**src/logic/acrpc_pkg.sv**
```systemverilog
// package for the converter channel, reference and port control block
// constants shared by the control top and its conversion sequencer
package acrpc_pkg;

	// ==================================================================
	// register map (word index on the plain register port)
	localparam logic [1:0] ACRPC_OFF_CTRL0  = 2'h0;
	localparam logic [1:0] ACRPC_OFF_CTRL1  = 2'h1;
	localparam logic [1:0] ACRPC_OFF_RESLO  = 2'h2;
	localparam logic [1:0] ACRPC_OFF_RESHI  = 2'h3;

	// ==================================================================
	// field positions
	localparam int ACRPC_CAL_BIT   = 7;
	localparam int ACRPC_CHS_LSB   = 2;
	localparam int ACRPC_GO_BIT    = 1;
	localparam int ACRPC_ON_BIT    = 0;
	localparam int ACRPC_NREF_BIT  = 5;
	localparam int ACRPC_PREF_BIT  = 4;
	localparam int ACRPC_PCFG_LSB  = 0;

	// ==================================================================
	// reset values and writable masks
	localparam logic [7:0] ACRPC_CTRL0_RST  = 8'h00;
	localparam logic [7:0] ACRPC_CTRL1_RST  = 8'h00;
	localparam logic [7:0] ACRPC_CTRL0_MASK = 8'hBF;
	localparam logic [7:0] ACRPC_CTRL1_MASK = 8'h3F;

	// ==================================================================
	// converter sizes
	localparam int ACRPC_RES_W      = 10;
	localparam int ACRPC_NUM_PINS   = 16;
	localparam logic [3:0] ACRPC_CHS_UNUSED  = 4'h5;
	localparam logic [3:0] ACRPC_CHS_LAST    = 4'hC;
	localparam logic [3:0] ACRPC_CHS_SMALLMAX = 4'hB;

	// ==================================================================
	// timing: one bit time and the bit times per conversion
	localparam int ACRPC_CLK_MHZ    = 250;
	// three cycles per bit time so the two-flop comparator sync settles
	localparam int ACRPC_TBIT_NS    = 12;
	localparam int ACRPC_TBIT_CYC   = (ACRPC_TBIT_NS * ACRPC_CLK_MHZ
		+ 999) / 1000;
	localparam int ACRPC_CONV_BITS  = 11;
	localparam int ACRPC_CAL_BITS   = 11;

	typedef enum logic [1:0] {
		ACRPC_IDLE = 2'b00,
		ACRPC_CAL  = 2'b01,
		ACRPC_CONV = 2'b11
	} acrpc_state_t;

endpackage

```
**src/logic/acrpc_seq_if.sv**
```systemverilog
// interface between the control top and the conversion sequencer
// assumes both ends share one clock and reset
`timescale 1ns/1ns
interface acrpc_seq_if;
	logic                         start;
	logic                         calibrate;
	logic                         abort;
	logic                         busy;
	logic                         done;
	logic                         sample_hold;
	logic                         bit_strobe;
	logic                         calibrating;

	modport ctrl (output start, output calibrate, output abort,
		input busy, input done, input sample_hold, input bit_strobe,
		input calibrating);
	modport seq (input start, input calibrate, input abort,
		output busy, output done, output sample_hold,
		output bit_strobe, output calibrating);
endinterface

```
**src/logic/acrpc_top.sv**
```systemverilog
// converter channel, reference and port control: two control registers,
// a successive-approximation result register and analog front-end steering
// assumes a comparator output from the analog front end on this clock
//
// Strobed register access and the placing of the registers are this design's own decisions.
`timescale 1ns/1ns
// Operation
// - each conversion yields a 10-bit result.
// - the small variant has 11 analog inputs, the large one 15.
// - calibrate bit set makes the next conversion calibrate first.
// - control 0 bit 6 and control 1 bits 7..6 always read zero.
// - channel field bits 5..2 routes the channel equal to its code.
// - converting an unimplemented channel returns a random result.
// - channel 12 exists only on the large variant; channels 13 to 15 exist on neither.
// - with the converter on, the status bit reads 1 while converting.
// - the enable bit turns the converter on when 1, off when 0.
// - bit 5 of control 1 picks channel 2 or analog ground as low ref.
// - bit 4 of control 1 picks channel 3 or analog supply as high ref.
// - pin field 0000 makes every pin but pin 5 analog (only pins 0-11 on the small variant) and 1111 all digital.
// - setting the status bit stops sampling and starts a conversion.
// - at completion the result loads, status clears, done flag sets.
// - reset clears the controls, turns off and aborts any conversion.
module acrpc_top
	import acrpc_pkg::*;
#(
	parameter bit LARGE_PKG = 1'b1
)
(
	input  wire logic                       clock,
	input  wire logic                       reset,
	input  wire logic [1:0]                 reg_addr,
	input  wire logic [7:0]                 reg_wdata,
	input  wire logic                       reg_write,
	input  wire logic                       reg_read,
	output logic      [7:0]                 reg_rdata,
	input  wire logic                       cmp_in,
	input  wire logic                       flag_clear,
	output logic                            conv_done_flag,
	output logic      [3:0]                 channel_select,
	output logic                            chan_valid,
	output logic                            sample_hold,
	output logic                            calibrating,
	output logic      [ACRPC_RES_W-1:0]     dac_code,
	output logic                            neg_ref_select,
	output logic                            pos_ref_select,
	output logic      [ACRPC_NUM_PINS-1:0]  pin_analog,
	output logic      [ACRPC_RES_W-1:0]     result_pair
);

	logic [7:0]              ctrl0_ff;
	logic [7:0]              ctrl1_ff;
	logic [ACRPC_RES_W-1:0]  sar_ff;
	logic [ACRPC_RES_W-1:0]  mask_ff;
	logic [ACRPC_RES_W-1:0]  result_ff;
	logic [ACRPC_RES_W-1:0]  lfsr_ff;
	logic                    flag_ff;
	logic [7:0]              rdata_ff;
	logic                    cmp_meta_ff;
	logic                    cmp_sync_ff;
	logic [3:0]              chs;
	logic [3:0]              pcfg;
	logic                    converter_on;
	logic                    go_write;
	logic                    chan_impl;
	logic [3:0]              pcfg_eff;
	logic [4:0]              n_analog;
	logic [7:0]              nxt_ctrl0;

	acrpc_seq_if sq ();

	acrpc_seq u_seq (
		.clock (clock),
		.reset (reset),
		.sq    (sq)
	);

	assign chs          = ctrl0_ff[ACRPC_CHS_LSB +: 4];
	assign pcfg         = ctrl1_ff[ACRPC_PCFG_LSB +: 4];
	assign converter_on = ctrl0_ff[ACRPC_ON_BIT];

	// ==================================================================
	// channel decode
	always_comb begin
		chan_impl = (chs != ACRPC_CHS_UNUSED);
		if (LARGE_PKG) begin
			chan_impl = chan_impl && (chs <= ACRPC_CHS_LAST);
		end else begin
			chan_impl = chan_impl && (chs <= ACRPC_CHS_SMALLMAX);
		end
	end

	// ==================================================================
	// register writes
	assign go_write = reg_write && reg_addr == ACRPC_OFF_CTRL0
		&& reg_wdata[ACRPC_GO_BIT] && reg_wdata[ACRPC_ON_BIT]
		&& !sq.busy;

	always_comb begin
		nxt_ctrl0 = ctrl0_ff;
		if (reg_write && reg_addr == ACRPC_OFF_CTRL0) begin
			nxt_ctrl0 = reg_wdata & ACRPC_CTRL0_MASK;
			if (!reg_wdata[ACRPC_ON_BIT]) begin
				nxt_ctrl0[ACRPC_GO_BIT] = 1'b0;
			end else if (sq.busy) begin
				nxt_ctrl0[ACRPC_GO_BIT] = 1'b1;
			end
		end
		if (go_write) begin
			nxt_ctrl0[ACRPC_CAL_BIT] = 1'b0;
		end
		if (sq.done) begin
			nxt_ctrl0[ACRPC_GO_BIT] = 1'b0;
		end
	end

	always_ff @(posedge clock) begin
		if (reset) begin
			ctrl0_ff <= ACRPC_CTRL0_RST;
		end else begin
			ctrl0_ff <= nxt_ctrl0;
		end
	end

	always_ff @(posedge clock) begin
		if (reset) begin
			ctrl1_ff <= ACRPC_CTRL1_RST;
		end else if (reg_write && reg_addr == ACRPC_OFF_CTRL1) begin
			ctrl1_ff <= reg_wdata & ACRPC_CTRL1_MASK;
		end
	end

	// ==================================================================
	// sequencer control
	assign sq.start     = go_write;
	assign sq.calibrate = go_write ? reg_wdata[ACRPC_CAL_BIT]
		: ctrl0_ff[ACRPC_CAL_BIT];
	assign sq.abort     = sq.busy && (!converter_on
		|| (reg_write && reg_addr == ACRPC_OFF_CTRL0
		&& !reg_wdata[ACRPC_ON_BIT]));

	// ==================================================================
	// comparator synchroniser
	always_ff @(posedge clock) begin
		cmp_meta_ff <= cmp_in;
		cmp_sync_ff <= cmp_meta_ff;
	end

	// ==================================================================
	// successive approximation
	always_ff @(posedge clock) begin
		if (reset || !sq.busy) begin
			sar_ff  <= {1'b1, {(ACRPC_RES_W-1){1'b0}}};
			mask_ff <= {1'b1, {(ACRPC_RES_W-1){1'b0}}};
		end else if (sq.bit_strobe && mask_ff != '0) begin
			sar_ff <= (sar_ff & ~(cmp_sync_ff ? '0 : mask_ff))
				| (mask_ff >> 1);
			mask_ff <= mask_ff >> 1;
		end
	end

	always_ff @(posedge clock) begin
		if (reset) begin
			lfsr_ff <= 10'h001;
		end else begin
			lfsr_ff <= {lfsr_ff[8:0], lfsr_ff[9] ^ lfsr_ff[6]};
		end
	end

	// result is not cleared by reset
	always_ff @(posedge clock) begin
		if (sq.done) begin
			result_ff <= chan_impl ? sar_ff : lfsr_ff;
		end
	end

	always_ff @(posedge clock) begin
		if (reset) begin
			flag_ff <= 1'b0;
		end else if (sq.done) begin
			flag_ff <= 1'b1;
		end else if (flag_clear) begin
			flag_ff <= 1'b0;
		end
	end

	// ==================================================================
	// pin configuration: code 1010 behaves as 1001
	always_comb begin
		pcfg_eff = (pcfg == 4'hA) ? 4'h9 : pcfg;
		if (pcfg_eff == 4'h0) begin
			n_analog = 5'h10;
		end else if (pcfg_eff >= 4'hA) begin
			n_analog = 5'(5'h10 - {1'b0, pcfg_eff} - 5'h01);
		end else begin
			n_analog = 5'(5'h0F - {1'b0, pcfg_eff});
		end
		if (pcfg_eff == 4'hF) begin
			n_analog = 5'h00;
		end
		for (int i = 0; i < ACRPC_NUM_PINS; i++) begin
			pin_analog[i] = (5'(i) < n_analog)
				&& (LARGE_PKG || i < 12) && i != 5;
		end
	end

	// ==================================================================
	// register reads
	always_ff @(posedge clock) begin
		if (reset) begin
			rdata_ff <= 8'h00;
		end else if (reg_read) begin
			unique case (reg_addr)
				ACRPC_OFF_CTRL0: rdata_ff <= ctrl0_ff;
				ACRPC_OFF_CTRL1: rdata_ff <= ctrl1_ff;
				ACRPC_OFF_RESLO: rdata_ff <= result_ff[7:0];
				ACRPC_OFF_RESHI: rdata_ff <= {6'h00, result_ff[9:8]};
			endcase
		end else begin
			rdata_ff <= 8'h00;
		end
	end

	assign reg_rdata      = rdata_ff;
	assign conv_done_flag = flag_ff;
	assign channel_select = chs;
	assign chan_valid     = chan_impl;
	assign sample_hold    = sq.sample_hold && converter_on;
	assign calibrating    = sq.calibrating;
	assign dac_code       = sar_ff;
	assign neg_ref_select = ctrl1_ff[ACRPC_NREF_BIT];
	assign pos_ref_select = ctrl1_ff[ACRPC_PREF_BIT];
	assign result_pair    = result_ff;

endmodule

```
**src/logic/acrpc_seq.sv**
```systemverilog
// conversion sequencer: optional calibration pass, then bit times
// assumes start is a one-cycle pulse from the control top
`timescale 1ns/1ns
module acrpc_seq
	import acrpc_pkg::*;
(
	input  wire logic  clock,
	input  wire logic  reset,
	acrpc_seq_if.seq   sq
);

	acrpc_state_t  state_ff;
	logic [7:0]    tick_ff;
	logic [4:0]    bits_ff;
	logic          last_tick;
	logic          last_bit;

	assign last_tick = (tick_ff == 8'(ACRPC_TBIT_CYC - 1));
	assign last_bit  = (state_ff == ACRPC_CAL)
		? (bits_ff == 5'(ACRPC_CAL_BITS - 1))
		: (bits_ff == 5'(ACRPC_CONV_BITS - 1));

	// ==================================================================
	// state
	always_ff @(posedge clock) begin
		if (reset || sq.abort) begin
			state_ff <= ACRPC_IDLE;
		end else begin
			unique case (state_ff)
				ACRPC_IDLE: begin
					if (sq.start) begin
						state_ff <= sq.calibrate ? ACRPC_CAL : ACRPC_CONV;
					end
				end
				ACRPC_CAL: begin
					if (last_tick && last_bit) begin
						state_ff <= ACRPC_CONV;
					end
				end
				ACRPC_CONV: begin
					if (last_tick && last_bit) begin
						state_ff <= ACRPC_IDLE;
					end
				end
				default: state_ff <= ACRPC_IDLE;
			endcase
		end
	end

	// ==================================================================
	// bit-time counters
	always_ff @(posedge clock) begin
		if (reset || sq.abort || state_ff == ACRPC_IDLE) begin
			tick_ff <= 8'h00;
			bits_ff <= 5'h00;
		end else if (last_tick) begin
			tick_ff <= 8'h00;
			bits_ff <= last_bit ? 5'h00 : bits_ff + 5'h01;
		end else begin
			tick_ff <= tick_ff + 8'h01;
		end
	end

	assign sq.busy        = (state_ff != ACRPC_IDLE);
	assign sq.calibrating = (state_ff == ACRPC_CAL);
	assign sq.sample_hold = (state_ff == ACRPC_IDLE);
	assign sq.bit_strobe  = (state_ff == ACRPC_CONV) && last_tick;
	assign sq.done        = (state_ff == ACRPC_CONV) && last_tick
		&& last_bit;

endmodule

```
**config.mk**
```make
export PLATFORM = sky130hd
export DESIGN_NAME = acrpc_top
export DESIGN_NICKNAME = d
export VERILOG_FILES = /design/src/logic/acrpc_pkg.sv /design/src/logic/acrpc_seq_if.sv /design/src/logic/acrpc_top.sv /design/src/logic/acrpc_seq.sv
export SDC_FILE = /design/constraint.sdc
export NUM_CORES = 1
export LEC_CHECK = 0
export BUFFER_PORTS_ARGS = -buffer_cell sky130_fd_sc_hd__buf_2
export CAP_MARGIN = 5
export CORE_MARGIN = 4
export CORE_UTILIZATION = 55
export CTS_CLUSTER_DIAMETER = 30
export CTS_CLUSTER_SIZE = 40
export DETAILED_ROUTE_END_ITERATION = 6
export HOLD_SLACK_MARGIN = 0.06
export PLACE_DENSITY = 0.91
export SKIP_LAST_GASP = 1
export SYNTH_ARGS = -nofsm -noshare
export SYNTH_HDL_FRONTEND = slang
export SYNTH_SLANG_ARGS = --single-unit
```
**constraint.sdc**
```tcl
create_clock -name clock -period 4.1 [get_ports clock]
set_clock_uncertainty 0.1 [all_clocks]
set_input_delay 0.205 -clock clock [delete_from_list [all_inputs] [get_ports clock]]
set_output_delay 0.205 -clock clock [all_outputs]
set_load 0.02 [all_outputs]
```
==> metrics.md <==
| Metric | Value |
|---|---|
| Final period util | `58.3%` |
| Dpl cell area | `3590 sq um` |
| Post-route ant nets | `0` |
| Status | `finished, final reports clean` |
| Post-synth top cells | `dfxtp_1 (69), nor2_1 (32), nand2_1 (30)` |
| CTS Buffer Depth | `2` |
| Nets@finish | `426` |
| Die H | `85.0 um` |
| Post-synth EDFFs | `10` |
| TritonCTS clock tree | `yes` |
| CTS buffer count | `9` |
| Worst Tran Pin Value | `0.804 ns` |
| Setup Viol. Count Final | `0` |
| Antenna violations before repair | `0` |
| First-pass GRT wire length | `12700 um` |
| Crit path required time | `4.06 ns` |
| Initial Util | `57.8%` |
| Final hold viol count | `0` |
| Final instance area | `3940 sq um` |
| Leak | `0.00157 uW` |
| Drt drc | `0` |
| DRT iter0 DRCs | `129` |
| Share of cells above drive strength 1 | `25.3%` |
| IO buf count | `67` |
| DRT Pass-1 Iters | `4` |
| Top cells by area, synth | `dfxtp_1 (42%), edfxtp_1 (9.2%), mux2_2 (3.8%), a21oi_1 (3.7%), mux2i_1 (3.7%)` |
| Core area | `5640 sq um` |
| CTS hold repair buffers | `10` |
| Clock root buffer | `clkbuf_8` |
| Gr ovfl total | `0` |
| Die X | `85.0 um` |
| CTS resizes | `0` |
| Most frequent cell after synthesis | `dfxtp_1` |
| Hold Path Class | `in -> reg` |
| Synth warn | `0` |
| Cells after Synth | `337` |
| Synth Flop Type | `dfxtp_1` |
| Final setup TNS | `0 ns` |
| Max Cap Viol | `0` |
| Register area share after synthesis | `51.6%` |
| RSZ-0062 raised after global routing | `no` |
| Post-CTS Setup Bufs | `0` |
| Synth Cell Area | `3260 sq um` |
| Net Count, Synth | `357` |
| WL final | `7550 um` |
| Area growth syn-to-layout | `20.7%` |
| Htree depth | `3` |
| Final min period | `2.39 ns` |
| Synth async-reset ratio | `0%` |
| Crit Path Max Fanout | `11` |
| Total GRT Usage | `22.1%` |
| Max Slew Vio Count | `0` |
| Startpoint Class | `flip-flop` |
| Relative slew slack | `46.2%` |
| Post-synth top area cell | `dfxtp_1` |
| Max Freq | `418 MHz` |
| Worst skew pair latency | `0.36 ns` |
| DIE AREA | `7220 sq um` |
| Core Rows | `27` |
| Via count | `2707` |
| Synth cell types | `45` |
| Setup CP Type | `reg -> reg` |
| Worst EP arrival | `2.35 ns` |
| Fillcell total | `428` |
| Vias in the first global route | `2685` |
| Clk sinks | `79` |
| Reg2reg setup slack | `1.71 ns` |
| Antenna Cells | `0` |
| Share of the synthesized area in the top cell type | `42.4%` |
| HPWL Detailed | `5040 um` |
| CTS clk-pin slew, worst paths | `0.09 ns` |
| #FFs+latches synth | `79` |
| Power Density | `394 nW/um^2` |
| CP endpoint kind | `flip-flop` |
| GP Congestion | `0.872` |
| Wire length per cell | `15.6 um` |
| Largest net degree at the start of global routing | `29` |
| Via density | `5.60` |
| I/O Pins | `70` |
| Syn_area_per_cell | `9.68 sq um` |
| Peak supply drop | `0.270 mV` |
power breakdown:
part           internal [uW]  switching [uW]  total, uW  leakage [uW]
Combinational           34.4            48.3       82.7      0.000788
Sequential               790            9.40        799      0.000661
Clock                    376             292        668      0.000123
stage by stage:
stage / setup WS (ns) / hold WS, ns / instances / power, uW / utilization (%)
detailed placement: 1.77 / 0.212 / 457 / 890 / 63.7
global route: 1.49 / 0.0660 / 483 / 1610 / 69.8
CTS: 1.68 / 0.0632 / 483 / 1560 / 69.8
finish: 1.71 / 0.0758 / 483 / 1550 / 69.8
floorplan: 1.50 / 0.133 / 337 / 867 / -
global placement: 1.84 / 0.208 / 457 / 888 / 63.7
critical path, stage by stage (launching register included):
cell     delay (ns)
dfxtp_1        0.34
inv_1          0.07
ha_1           0.15
nor4b_1        0.58
nand2_1        0.34
nor3b_1        0.28
buf_4          0.23
cells by family (layout without fill, tap and decap cells):
logic type                 Yosys count  after routing  synth area share, %
AOI/OAI and AO/OA                   51             51                 9.40
xor gates and xnor gates            10             10                 2.69
adders and majority gates            4              4                 1.53
buffers and inverters               32            106                 4.60
DFF                                 79             79                 51.6
muxes                               25             25                 8.86
other                                1              1                0.115
and+or+nand+nor                    135            135                 21.2
metal layers:
metal,wire [um],track usage (%),up-vias
met2,3850,38.7,98
met4,151,8.49,0
li1,-,-,1296
met3,493,7.67,14
met5,0,0,-
met1,3060,24.6,1299
layout by cell type (no fill, tap or decap), drive strengths merged, types with 13 or more instances in the layout:
cell,netlist,final
nor2,32,32
dfxtp,69,69
nand2,30,30
a21oi,24,24
buf,8,69
o21ai,13,13
nand3,15,15
nor2b,14,14
final timing paths:
| path | start | to | depth (start not counted) |
|---|---|---|---|
| setup / recovery | u_seq.tick_ff[0]$_SDFF_PP0_ | result_pair[0]$_DFFE_PP_ | 6 |
| setup reg to reg | u_seq.tick_ff[0]$_SDFF_PP0_ | result_pair[0]$_DFFE_PP_ | 6 |
| hold / removal | reg_write | ctrl1_ff[4]$_SDFFE_PP0P_ | 3 |
| hold reg to reg | cmp_meta_ff$_DFF_P_ | cmp_sync_ff$_DFF_P_ | 0 |
sequential cells by signal (all words and copies together), names as in the netlist:
name            count
cmp_sync_ff         1
u_seq.state_ff      2
ctrl0_ff            7
lfsr_ff            10
u_seq.tick_ff       8
dac_code           10
reg_rdata           8
ctrl1_ff            6
result_pair        10
mask_ff            10
conv_done_flag      1
u_seq.bits_ff       5
cmp_meta_ff         1
area by class of cell:
type,count,area [sq um],area share [%]
Clock inverter,4,56.3,1.43
Timing Repair Buffer,79,450,11.4
Tap cell,72,90.1,2.29
Sequential cell,79,1680,42.7
Inverter,11,41.3,1.05
Clock buffer,12,188,4.77
Multi-Input combinational cell,226,1430,36.3
(Power assumes the default switching activity.)
